### src/wff_pkg.sv
// Purpose: Shared constants and types of the wakeup frame pattern filter.
// Assumes: APB with 32-bit data, one aligned word per register.
// Notes:   Filter port word layout is derived from the filter count.
package wff_pkg;
  // Register byte offsets
  localparam logic [11:0] WFF_OFS_CTRL   = 12'h000; // wakeup_control_status
  localparam logic [11:0] WFF_OFS_PORT   = 12'h004; // wakeup_filter_port
  localparam logic [11:0] WFF_OFS_IRQST  = 12'h008; // Event status
  localparam logic [11:0] WFF_OFS_IRQMSK = 12'h00C; // Event mask
  localparam logic [11:0] WFF_OFS_INDEX  = 12'h010; // Port word index
  // Control register fields
  localparam int WFF_CTRL_EN_BIT   = 0; // wakeup_detect_enable
  localparam int WFF_CTRL_SEEN_BIT = 1; // wakeup_frame_seen
  localparam int WFF_CTRL_FULL_BIT = 2; // Fully operational
  // Filter layout
  localparam int WFF_FILTERS    = 4;   // Filters in this variant
  localparam int WFF_MASK_WORDS = 4;   // Mask words per filter
  localparam int WFF_MASK_BITS  = 128; // Bytes covered by one mask
  localparam int WFF_PER_BYTE_WORD = 4; // Command or offset per word
  localparam int WFF_PER_CRC_WORD  = 2; // CRC-16 values per word
  localparam int WFF_CMD_BITS   = 4;   // Stored command bits
  localparam int WFF_CMD_EN_BIT = 0;   // Command bit that enables
  // CRC engine
  localparam logic [15:0] WFF_CRC_POLY = 16'h8005;
  localparam logic [15:0] WFF_CRC_INIT = 16'hFFFF;
  // Event bits
  localparam int WFF_EV_MATCH = 0; // Wakeup frame matched
  localparam int WFF_EV_FRAME = 1; // Addressed frame examined
  localparam int WFF_EV_N     = 2;
  // Reset value and position limit
  localparam logic [31:0] WFF_RST_WORD = 32'h0000_0000;
  localparam logic [10:0] WFF_POS_MAX  = 11'h7FF;
  // Receive tracking state
  typedef enum logic [0:0] {
    WFF_RX_IDLE = 1'b0,
    WFF_RX_BODY = 1'b1
  } wff_rx_t;
endpackage

### src/wff_crc_if.sv
// Purpose: Carrier between the matcher and one CRC-16 engine.
// Assumes: One byte per clock at most.
// Notes:   Engine drives crc, matcher drives the rest.
`timescale 1ns/100ps
`default_nettype none
interface wff_crc_if;
  logic        clear; // Restart at initial value
  logic        valid; // Byte below is selected
  logic [7:0]  data;  // Frame byte
  logic [15:0] crc;   // Running value
  modport engine (input clear, valid, data, output crc);
  modport user   (output clear, valid, data, input crc);
endinterface
`default_nettype wire

### src/wff_top.sv
// Purpose: Wakeup frame pattern filter with APB register access.
// Assumes: Receive bytes and strobes are synchronous to clk.
// Notes:   One filter port reached word by word through an index.
//
// What this block does
// - Detection mode examines frames addressed to MAC
// - Wakeup needs address pass and CRC equal
// - Each filter has own mask and offset
// - Offset is first examinable frame byte
// - Mask bit j selects byte offset plus j
// - Mask words in order, lsb earliest byte
// - Fixed count of reads returns whole set
// - Masks, then command, offset, CRC words
// - Offsets bytewise, CRCs halfwise, low first
// - Four filters take twenty accesses
// - Enable bit suppresses normal reception
// - Match sets seen flag, wakes device
`timescale 1ns/100ps
`default_nettype none
module wff_top #(
  parameter int NF = wff_pkg::WFF_FILTERS
) (
  // Clock and reset
  input  wire logic                clk,
  input  wire logic                sys_rst,
  // APB slave
  input  wire logic                psel,
  input  wire logic                penable,
  input  wire logic                pwrite,
  input  wire logic [11:0]         paddr,
  input  wire logic [31:0]         pwdata,
  output logic      [31:0]         prdata,
  output logic                     pready,
  output logic                     pslverr,
  // Receive datapath
  input  wire logic                rxFrameStart,
  input  wire logic                rxByteValid,
  input  wire logic [7:0]          rxByte,
  input  wire logic                rxFrameEnd,
  input  wire logic                rxToMac,
  // Wakeup and power
  output logic                     rxSuppress,
  output logic                     remoteWakeup,
  output logic                     fullPower,
  output logic                     irq
);
  import wff_pkg::*;

  // Port word layout
  localparam int MASK_N   = NF * WFF_MASK_WORDS;
  localparam int CMD_BASE = MASK_N;
  localparam int OFS_BASE = CMD_BASE + NF / WFF_PER_BYTE_WORD;
  localparam int CRC_BASE = OFS_BASE + NF / WFF_PER_BYTE_WORD;
  localparam int NWORDS   = CRC_BASE + NF / WFF_PER_CRC_WORD;
  localparam int IW       = $clog2(NWORDS);

  // Filter storage
  logic [31:0]            maskQ [NF][WFF_MASK_WORDS]; // Byte masks
  logic [WFF_CMD_BITS-1:0] cmdQ [NF];                  // Commands
  logic [7:0]             offQ  [NF];                  // Offsets
  logic [15:0]            crcQ  [NF];                  // Expected CRCs

  // Control state
  logic          enable_q;  // wakeup_detect_enable
  logic          seen_q;    // wakeup_frame_seen
  logic          full_q;    // Fully operational
  logic          wake_q;    // Remote wakeup pulse
  logic [IW-1:0] idx_q;     // Filter port word index
  logic [31:0]   rdata_q;   // Read data
  logic          ready_q;   // Access phase answer
  logic          err_q;     // Unmapped address

  // Bus decode
  logic          access;    // Completing transfer
  logic          wrAcc;
  logic          rdAcc;
  logic          setup;     // Setup cycle
  logic          mapped;
  logic [31:0]   portRd;    // Filter word at index
  logic [31:0]   rdMux;
  logic [WFF_EV_N-1:0] evSet;
  logic [WFF_EV_N-1:0] irqStatus;
  logic [WFF_EV_N-1:0] irqMask;
  logic          irqLine;

  // Receive tracking
  wff_rx_t       rxState_q;
  logic [10:0]   pos_q;     // Byte position in frame
  logic [NF-1:0] hit;       // Per-filter match at frame end
  logic          match;

  assign setup  = psel && !penable;
  assign access = psel && penable && ready_q;
  assign wrAcc  = access && pwrite && !err_q;
  assign rdAcc  = access && !pwrite && !err_q;
  assign mapped = (paddr == WFF_OFS_CTRL)  || (paddr == WFF_OFS_PORT) ||
                  (paddr == WFF_OFS_IRQST) || (paddr == WFF_OFS_IRQMSK) ||
                  (paddr == WFF_OFS_INDEX);

  // Filter word at the current index
  always_comb begin
    portRd = WFF_RST_WORD;
    for (int f = 0; f < NF; f++) begin
      for (int w = 0; w < WFF_MASK_WORDS; w++) begin
        if (int'(idx_q) == f * WFF_MASK_WORDS + w) begin
          portRd = maskQ[f][w];
        end
      end
      if (int'(idx_q) == CMD_BASE + f / WFF_PER_BYTE_WORD) begin
        portRd[(f % WFF_PER_BYTE_WORD) * 8 +: WFF_CMD_BITS] = cmdQ[f];
      end
      if (int'(idx_q) == OFS_BASE + f / WFF_PER_BYTE_WORD) begin
        portRd[(f % WFF_PER_BYTE_WORD) * 8 +: 8] = offQ[f];
      end
      if (int'(idx_q) == CRC_BASE + f / WFF_PER_CRC_WORD) begin
        portRd[(f % WFF_PER_CRC_WORD) * 16 +: 16] = crcQ[f];
      end
    end
  end

  // Register read mux; reserved bits read zero
  always_comb begin
    rdMux = WFF_RST_WORD;
    unique case (paddr)
      WFF_OFS_CTRL: begin
        rdMux[WFF_CTRL_EN_BIT]   = enable_q;
        rdMux[WFF_CTRL_SEEN_BIT] = seen_q;
        rdMux[WFF_CTRL_FULL_BIT] = full_q;
      end
      WFF_OFS_PORT:   rdMux = portRd;
      WFF_OFS_IRQST:  rdMux[WFF_EV_N-1:0] = irqStatus;
      WFF_OFS_IRQMSK: rdMux[WFF_EV_N-1:0] = irqMask;
      WFF_OFS_INDEX:  rdMux[IW-1:0] = idx_q;
      default:        rdMux = WFF_RST_WORD;
    endcase
  end

  // Answer in the first access cycle; data caught at setup
  always_ff @(posedge clk) begin
    if (sys_rst) begin
      ready_q <= 1'b0;
      err_q   <= 1'b0;
      rdata_q <= WFF_RST_WORD;
    end else if (setup) begin
      ready_q <= 1'b1;
      err_q   <= !mapped;
      rdata_q <= rdMux;
    end else if (access) begin
      ready_q <= 1'b0;
      err_q   <= 1'b0;
    end
  end

  // Index steps on every port access, wrapping after the last word
  always_ff @(posedge clk) begin
    if (sys_rst) begin
      idx_q <= '0;
    end else if ((wrAcc || rdAcc) && paddr == WFF_OFS_PORT) begin
      if (int'(idx_q) == NWORDS - 1) begin
        idx_q <= '0;
      end else begin
        idx_q <= idx_q + IW'(1);
      end
    end
  end

  // Filter storage writes, one word per access
  always_ff @(posedge clk) begin
    if (sys_rst) begin
      for (int f = 0; f < NF; f++) begin
        for (int w = 0; w < WFF_MASK_WORDS; w++) begin
          maskQ[f][w] <= WFF_RST_WORD;
        end
        cmdQ[f] <= '0;
        offQ[f] <= '0;
        crcQ[f] <= '0;
      end
    end else if (wrAcc && paddr == WFF_OFS_PORT) begin
      for (int f = 0; f < NF; f++) begin
        for (int w = 0; w < WFF_MASK_WORDS; w++) begin
          if (int'(idx_q) == f * WFF_MASK_WORDS + w) begin
            maskQ[f][w] <= pwdata;
          end
        end
        if (int'(idx_q) == CMD_BASE + f / WFF_PER_BYTE_WORD) begin
          cmdQ[f] <= pwdata[(f % WFF_PER_BYTE_WORD) * 8 +: WFF_CMD_BITS];
        end
        if (int'(idx_q) == OFS_BASE + f / WFF_PER_BYTE_WORD) begin
          offQ[f] <= pwdata[(f % WFF_PER_BYTE_WORD) * 8 +: 8];
        end
        if (int'(idx_q) == CRC_BASE + f / WFF_PER_CRC_WORD) begin
          crcQ[f] <= pwdata[(f % WFF_PER_CRC_WORD) * 16 +: 16];
        end
      end
    end
  end

  // Detection enable; setting it leaves fully operational state
  always_ff @(posedge clk) begin
    if (sys_rst) begin
      enable_q <= 1'b0;
    end else if (wrAcc && paddr == WFF_OFS_CTRL) begin
      enable_q <= pwdata[WFF_CTRL_EN_BIT];
    end
  end

  // Seen flag: write one clears, a match in that cycle wins
  always_ff @(posedge clk) begin
    if (sys_rst) begin
      seen_q <= 1'b0;
    end else if (match) begin
      seen_q <= 1'b1;
    end else if (wrAcc && paddr == WFF_OFS_CTRL &&
                 pwdata[WFF_CTRL_SEEN_BIT]) begin
      seen_q <= 1'b0;
    end
  end

  // Power state and remote wakeup pulse
  always_ff @(posedge clk) begin
    if (sys_rst) begin
      full_q <= 1'b1;
      wake_q <= 1'b0;
    end else begin
      wake_q <= match;
      if (match) begin
        full_q <= 1'b1;
      end else if (wrAcc && paddr == WFF_OFS_CTRL &&
                   pwdata[WFF_CTRL_EN_BIT]) begin
        full_q <= 1'b0;
      end
    end
  end

  // Frame tracking: position counts received bytes, saturating
  always_ff @(posedge clk) begin
    if (sys_rst) begin
      rxState_q <= WFF_RX_IDLE;
      pos_q     <= '0;
    end else begin
      unique case (rxState_q)
        WFF_RX_IDLE: begin
          if (rxFrameStart && enable_q) begin
            rxState_q <= WFF_RX_BODY;
            pos_q     <= '0;
          end
        end
        WFF_RX_BODY: begin
          if (rxFrameEnd || !enable_q) begin
            rxState_q <= WFF_RX_IDLE;
          end else if (rxByteValid && pos_q != WFF_POS_MAX) begin
            pos_q <= pos_q + 11'h001;
          end
        end
      endcase
    end
  end

  // One CRC engine per filter, fed by the bytes its mask selects
  genvar g;
  generate
    for (g = 0; g < NF; g++) begin : gFlt
      wff_crc_if crcIf ();
      logic [10:0] rel;   // Byte position past the offset
      logic        inWin; // Inside the 128-byte window
      logic        sel;

      assign rel   = pos_q - {3'h0, offQ[g]};
      assign inWin = (pos_q >= {3'h0, offQ[g]}) &&
                     (rel < 11'(WFF_MASK_BITS));
      assign sel   = inWin &&
                     maskQ[g][rel[6:5]][rel[4:0]];
      assign crcIf.clear = rxFrameStart;
      assign crcIf.valid = (rxState_q == WFF_RX_BODY) && rxByteValid &&
                           sel;
      assign crcIf.data  = rxByte;

      wff_crc16 uCrc (
        .clk     (clk),
        .sys_rst (sys_rst),
        .crcIf   (crcIf)
      );

      assign hit[g] = cmdQ[g][WFF_CMD_EN_BIT] &&
                      (crcIf.crc == crcQ[g]);
    end
  endgenerate

  // Address check and CRC compare at the end of a frame
  assign match = (rxState_q == WFF_RX_BODY) && rxFrameEnd &&
                 enable_q && rxToMac && (|hit);

  assign evSet[WFF_EV_MATCH] = match;
  assign evSet[WFF_EV_FRAME] = (rxState_q == WFF_RX_BODY) && rxFrameEnd &&
                               enable_q && rxToMac;

  // Event status, read clears what was shown
  wff_irq #(.N(WFF_EV_N)) uIrq (
    .clk      (clk),
    .sys_rst  (sys_rst),
    .evSet    (evSet),
    .clrEn    (rdAcc && paddr == WFF_OFS_IRQST),
    .clrMask  (rdata_q[WFF_EV_N-1:0]),
    .maskWr   (wrAcc && paddr == WFF_OFS_IRQMSK),
    .maskData (pwdata[WFF_EV_N-1:0]),
    .status   (irqStatus),
    .mask     (irqMask),
    .irq      (irqLine)
  );

  // Outputs, all from flip-flops
  assign prdata       = rdata_q;
  assign pready       = ready_q;
  assign pslverr      = err_q;
  assign rxSuppress   = enable_q;
  assign remoteWakeup = wake_q;
  assign fullPower    = full_q;
  assign irq          = irqLine;
endmodule
`default_nettype wire

### src/wff_crc16.sv
// Purpose: Byte-wide CRC-16 over the bytes a filter selects.
// Assumes: Bits of each byte enter least significant first.
// Notes:   Polynomial and seed are parameters.
`timescale 1ns/100ps
`default_nettype none
module wff_crc16 #(
  parameter logic [15:0] POLY = wff_pkg::WFF_CRC_POLY,
  parameter logic [15:0] SEED = wff_pkg::WFF_CRC_INIT
) (
  // Clock and reset
  input  wire logic clk,
  input  wire logic sys_rst,
  // Byte stream
  wff_crc_if.engine crcIf
);
  import wff_pkg::*;

  // One byte through the shift register
  function automatic logic [15:0] crcByte(input logic [15:0] c,
                                          input logic [7:0]  d);
    logic [15:0] r;
    logic        fb;
    r = c;
    for (int i = 0; i < 8; i++) begin
      fb = r[15] ^ d[i];
      r  = {r[14:0], 1'b0};
      if (fb) begin
        r = r ^ POLY;
      end
    end
    return r;
  endfunction

  logic [15:0] crc_q; // Running remainder

  // Clear wins over a byte in the same cycle
  always_ff @(posedge clk) begin
    if (sys_rst || crcIf.clear) begin
      crc_q <= SEED;
    end else if (crcIf.valid) begin
      crc_q <= crcByte(crc_q, crcIf.data);
    end
  end

  assign crcIf.crc = crc_q;
endmodule
`default_nettype wire

### src/wff_irq.sv
// Purpose: Sticky event status, mask and one level interrupt.
// Assumes: Clear mask is the value software was shown.
// Notes:   An event in the clearing cycle stays set.
`timescale 1ns/100ps
`default_nettype none
module wff_irq #(
  parameter int N = wff_pkg::WFF_EV_N
) (
  // Clock and reset
  input  wire logic         clk,
  input  wire logic         sys_rst,
  // Events and software access
  input  wire logic [N-1:0] evSet,
  input  wire logic         clrEn,
  input  wire logic [N-1:0] clrMask,
  input  wire logic         maskWr,
  input  wire logic [N-1:0] maskData,
  // State
  output logic      [N-1:0] status,
  output logic      [N-1:0] mask,
  output logic              irq
);
  import wff_pkg::*;

  logic [N-1:0] status_q; // Sticky events
  logic [N-1:0] mask_q;   // Enable per event
  logic         irq_q;    // Registered interrupt

  // Read clears only bits that were shown; set wins
  always_ff @(posedge clk) begin
    if (sys_rst) begin
      status_q <= '0;
    end else begin
      status_q <= (status_q & ~(clrEn ? clrMask : '0)) | evSet;
    end
  end

  // Mask register
  always_ff @(posedge clk) begin
    if (sys_rst) begin
      mask_q <= '0;
    end else if (maskWr) begin
      mask_q <= maskData;
    end
  end

  // Level output, one cycle behind status
  always_ff @(posedge clk) begin
    if (sys_rst) begin
      irq_q <= 1'b0;
    end else begin
      irq_q <= |(status_q & mask_q);
    end
  end

  assign status = status_q;
  assign mask   = mask_q;
  assign irq    = irq_q;
endmodule
`default_nettype wire

### config.mk
export PLATFORM = sky130hd
export DESIGN_NAME = wff_top
export DESIGN_NICKNAME = d
export VERILOG_FILES = /design/src/wff_pkg.sv /design/src/wff_crc_if.sv /design/src/wff_top.sv /design/src/wff_crc16.sv /design/src/wff_irq.sv
export SDC_FILE = /design/constraint.sdc
export NUM_CORES = 2
export LEC_CHECK = 0
export ABC_AREA = 1
export BUFFER_PORTS_ARGS = -buffer_cell sky130_fd_sc_hd__buf_2
export CAP_MARGIN = 40
export CELL_PAD_IN_SITES_DETAIL_PLACEMENT = 1
export CELL_PAD_IN_SITES_GLOBAL_PLACEMENT = 2
export CORE_ASPECT_RATIO = 0.5
export CORE_UTILIZATION = 40
export CTS_BUF_LIST = sky130_fd_sc_hd__clkbuf_4 sky130_fd_sc_hd__clkbuf_8
export DETAILED_ROUTE_END_ITERATION = 8
export PLACE_DENSITY = 0.89
export SLEW_MARGIN = 0
export SYNTH_ARGS = -nofsm -noshare
export SYNTH_HDL_FRONTEND = slang
export SYNTH_SLANG_ARGS = --single-unit
### constraint.sdc
create_clock -name clk -period 5.5 [get_ports clk]
set_input_delay 0.55 -clock clk [delete_from_list [all_inputs] [get_ports clk]]
set_output_delay 0.55 -clock clk [all_outputs]
set_load 0.01 [all_outputs]
==> impl_metrics.toml <==
[outcome]
status = "complete, no violations"

[floorplan]
initial_core_util_pct = 40.65
dieArea_mm2 = 0.1039
die_w_um = 454.8
rows = 82
die_h_um = 228.4
core_mm2 = 0.1009
io_pins = 99

[job]
timing.max_cap.violations = 0

[worst_setup_path]
required_ns = 6.17
crit_path_top_delay_cell = "dfxtp_1"
path_depth = 21
critPathMaxStageDelay_ns = 0.84
rrSetupSlack_ns = 0.44
reg2reg_depth = 21
startpoint = "pos_q[1]"
cp-endpoint = "gFlt[1].uCrc.crcIf.crc[10]"
crit_fanout = 40
path_class = "flip-flop to flip-flop"
worst-path-buf-inv = 3
critical_path.top_delay_family = "simple AND/OR/NAND/NOR gates"
crit_top_cell = "nand2_1"
cp.arrival_ns = 5.72
crit_chain = "ha_1 > nand3_1 > a31oi_1 > nand2_1 > nand2_1 > inv_2 > nand2_1 > nand2_2 > inv_2 > buf_4 > o21ai_0 > a21oi_1 > o21ai_0 > nand3_1 > nand2_1 > o211ai_1 > nand3_1 > nand2_2 > nand2_4 > nand2_1 > nand3_1"
startpoint_type = "flip-flop"
cp-end-kind = "flip-flop"
r2r_end = "gFlt[1].uCrc.crcIf.crc[10]"
reg2reg_from = "pos_q[1]"

[global_routing]
grt_pass1_vias = 38173
grt_max_degree = 80
grt_pass1_wl_um = 262400
antenna_found_initial = 14
overflow = 0
grtUsageTotal_pct = 34.70

[power]
ir_worst_vdd_uv = 182.5
pwr_density_cell_mw_per_mm2 = 275.9
leakage_nw = 19.17

[routing]
vias = 38555
routed_via_density = 5.924
wl_per_cell_um = 28.04
firstDrtPassIters = 5
drt_wl_total_um = 182500
drt_iter0_markers = 5400
ant_nets = 0
drc = 0

[clocking]
ctsResizeCount = 0
ctsHtreeMaxLevel = 3
cts_tree = "yes"
clockBufferDepth = 3
clkSinkCount = 748
numCtsBuffers = 117
root_buffer = "clkbuf_8"
insertion_delay_ns = 0.85
clk_pin_slew_ns = 0.07

[placement]
gp_congestion = 0.9333
dp_hpwl_um = 126500
placed_cells = 6278
placement.io_buffers = 98

[synthesis]
post-synth-top-count-cell = "nand2_1"
ys_async_sr_fraction_pct = 0
synth_ff_type = "edfxtp_1"
synth_area_leaders = "edfxtp_1 (46%), nand2_1 (9.0%), nor2_1 (6.2%)"
synth_edf_count = 624
synthTopCellsByCount = "nand2_1 (987), nor2_1 (682), inv_1 (626), edfxtp_1 (624), nand3_1 (428)"
synth_area_mm2 = 0.04100
synth_top_area_share_pct = 45.70
avgSynthCellArea_um2 = 8.243
syn_inst = 4974
synth_top_cell_by_area = "edfxtp_1"
ys_warn_count = 0
synthDistinctLibCells = 61
syn_nets = 5077
synth-seq-area-share_pct = 51.76
ys_ff_latch = 748

[final_layout]
finalNetCount = 5158
fill_cells = 12085
drive_above_1_share_pct = 10.62
synthToLayoutAreaGrowth_pct = 12.29
fin_cells = 6508
seq_area_mm2 = 0.02122
multi_input_area_mm2 = 0.01628

[sta]
fmax_ghz = 0.1977
slew_headroom_pct = 38.51
finalClockSkew_ns = 0.04141
drv_slew = 0
finalCritPeriodShare_pct = 91.96
finalSetupViolCount = 0
rsz0062_at_grt = "false"
worst_pin_slew_ns = 0.9214
min_period_ns = 5.058
hold_viol = 0
final.setup.tns_ns = 0

[hold_path]
worstHoldPathCells = 3
hold_class = "input pin to flip-flop"
worst min-delay path by stage:
stage / startpoint / endpoint / slack (ns)
detailed placement: gFlt[1].uCrc.crcIf.crc[1] / gFlt[1].uCrc.crcIf.crc[1] / 0.45
finish: pwdata[0] / rxSuppress / 0.04
global placement: gFlt[1].uCrc.crcIf.crc[1] / gFlt[1].uCrc.crcIf.crc[1] / 0.44
floorplan: gFlt[1].uCrc.crcIf.crc[1] / gFlt[1].uCrc.crcIf.crc[1] / 0.43
CTS: pwdata[0] / rxSuppress / 0.002
global route: pwdata[0] / rxSuppress / 0.03
registers in the layout (all words and copies together) (netlist names), 5 cells and up:
name and count:
maskQ 512, crcQ 64, gFlt.uCrc.crcIf.crc 64, offQ 32, prdata 32, cmdQ 16
pos_q 11, idx_q 5
per-stage QoR:
step / worst slack, ns / util, % / instance area, µm² / power (mW) / hold WS [ns]
6_report: 0.4422 / 45.65 / 46040 / 12.70 / 0.04034
5_1_grt: 0.1713 / 45.63 / 46020 / 13.00 / 0.03352
4_1_cts: 0.5998 / 45.62 / 46010 / 12.66 / 0.002492
3_5_place_dp: 0.6359 / 43.23 / 43600 / 7.707 / 0.4546
3_3_place_gp: 0.7796 / 42.83 / 43200 / 7.660 / 0.4424
2_1_floorplan: 0.8919 / - / 41000 / 7.152 / 0.4289
worst register-to-register path: cells and delay by family, from the launching register on:
kind | cells | cell delay, ns
compound gates | 5 | 0.96
fa+ha+maj | 1 | 0.27
buf+inv | 3 | 1.07
flops | 1 | 0.84
simple gates | 12 | 1.79
kinds of logic (layout without fill, tap and decap cells):
group | count (synthesis) | after routing | synth area share, %
AO/OA/AOI/OAI | 900 | 900 | 12.49
XOR/XNOR | 129 | 129 | 2.884
buffers and inverters | 936 | 1115 | 9.076
adder cells (fa/ha/maj) | 42 | 42 | 1.355
flip-flops | 748 | 748 | 51.76
AND/OR/NAND/NOR | 2219 | 2219 | 22.44
other | 0 | 11 | 0
power breakdown:
group	leakage (nW)	internal [mW]	switching (mW)
logic	10.5	0.311	0.940
registers	7.36	6.29	0.0967
clock network	1.29	2.58	2.48
cell usage in the layout, fill, tap and decap left out, drive strengths merged, types with 3 or more instances in the layout:
master     n
and2       3
diode     11
nand4     29
nand3b    23
xor2      80
xnor2     49
buf      257
o211ai    97
a31oi      6
dfxtp    124
or2        9
nor4      14
ha        38
nand3    428
a211oi    46
nor3      28
a2111oi    3
o2111ai    9
clkinv    32
clkbuf   180
o21bai    10
o22ai      4
nand2    995
fa         4
a22oi     10
a21oi    209
inv      641
o21ai    496
nor2     684
edfxtp   624
repair_timing:
action / 4_1_cts / 5_1_grt
setup buffers: 0 / 0
hold endpoints to repair: 1 / 0
hold buffers: 1 / 0
metal layers:
metal | global-route usage [%] | wire, µm
met5 | 0 | 13
met4 | 15.87 | 8452
met3 | 7.186 | 20980
met2 | 49.77 | 76430
met1 | 49.94 | 76590
area by class of cell:
| class | instances | area share (%) |
|---|---|---|
| diodes | 11 | 0.05979 |
| multi-input cells | 3290 | 35.35 |
| clock inverters | 37 | 0.5327 |
| inverters | 640 | 5.218 |
| repair buffers | 258 | 4.422 |
| well taps | 1344 | 3.652 |
| clock buffers | 180 | 4.674 |
| flip-flops and latches | 748 | 46.09 |
Note: power is estimated with default switching activity, not from simulation.
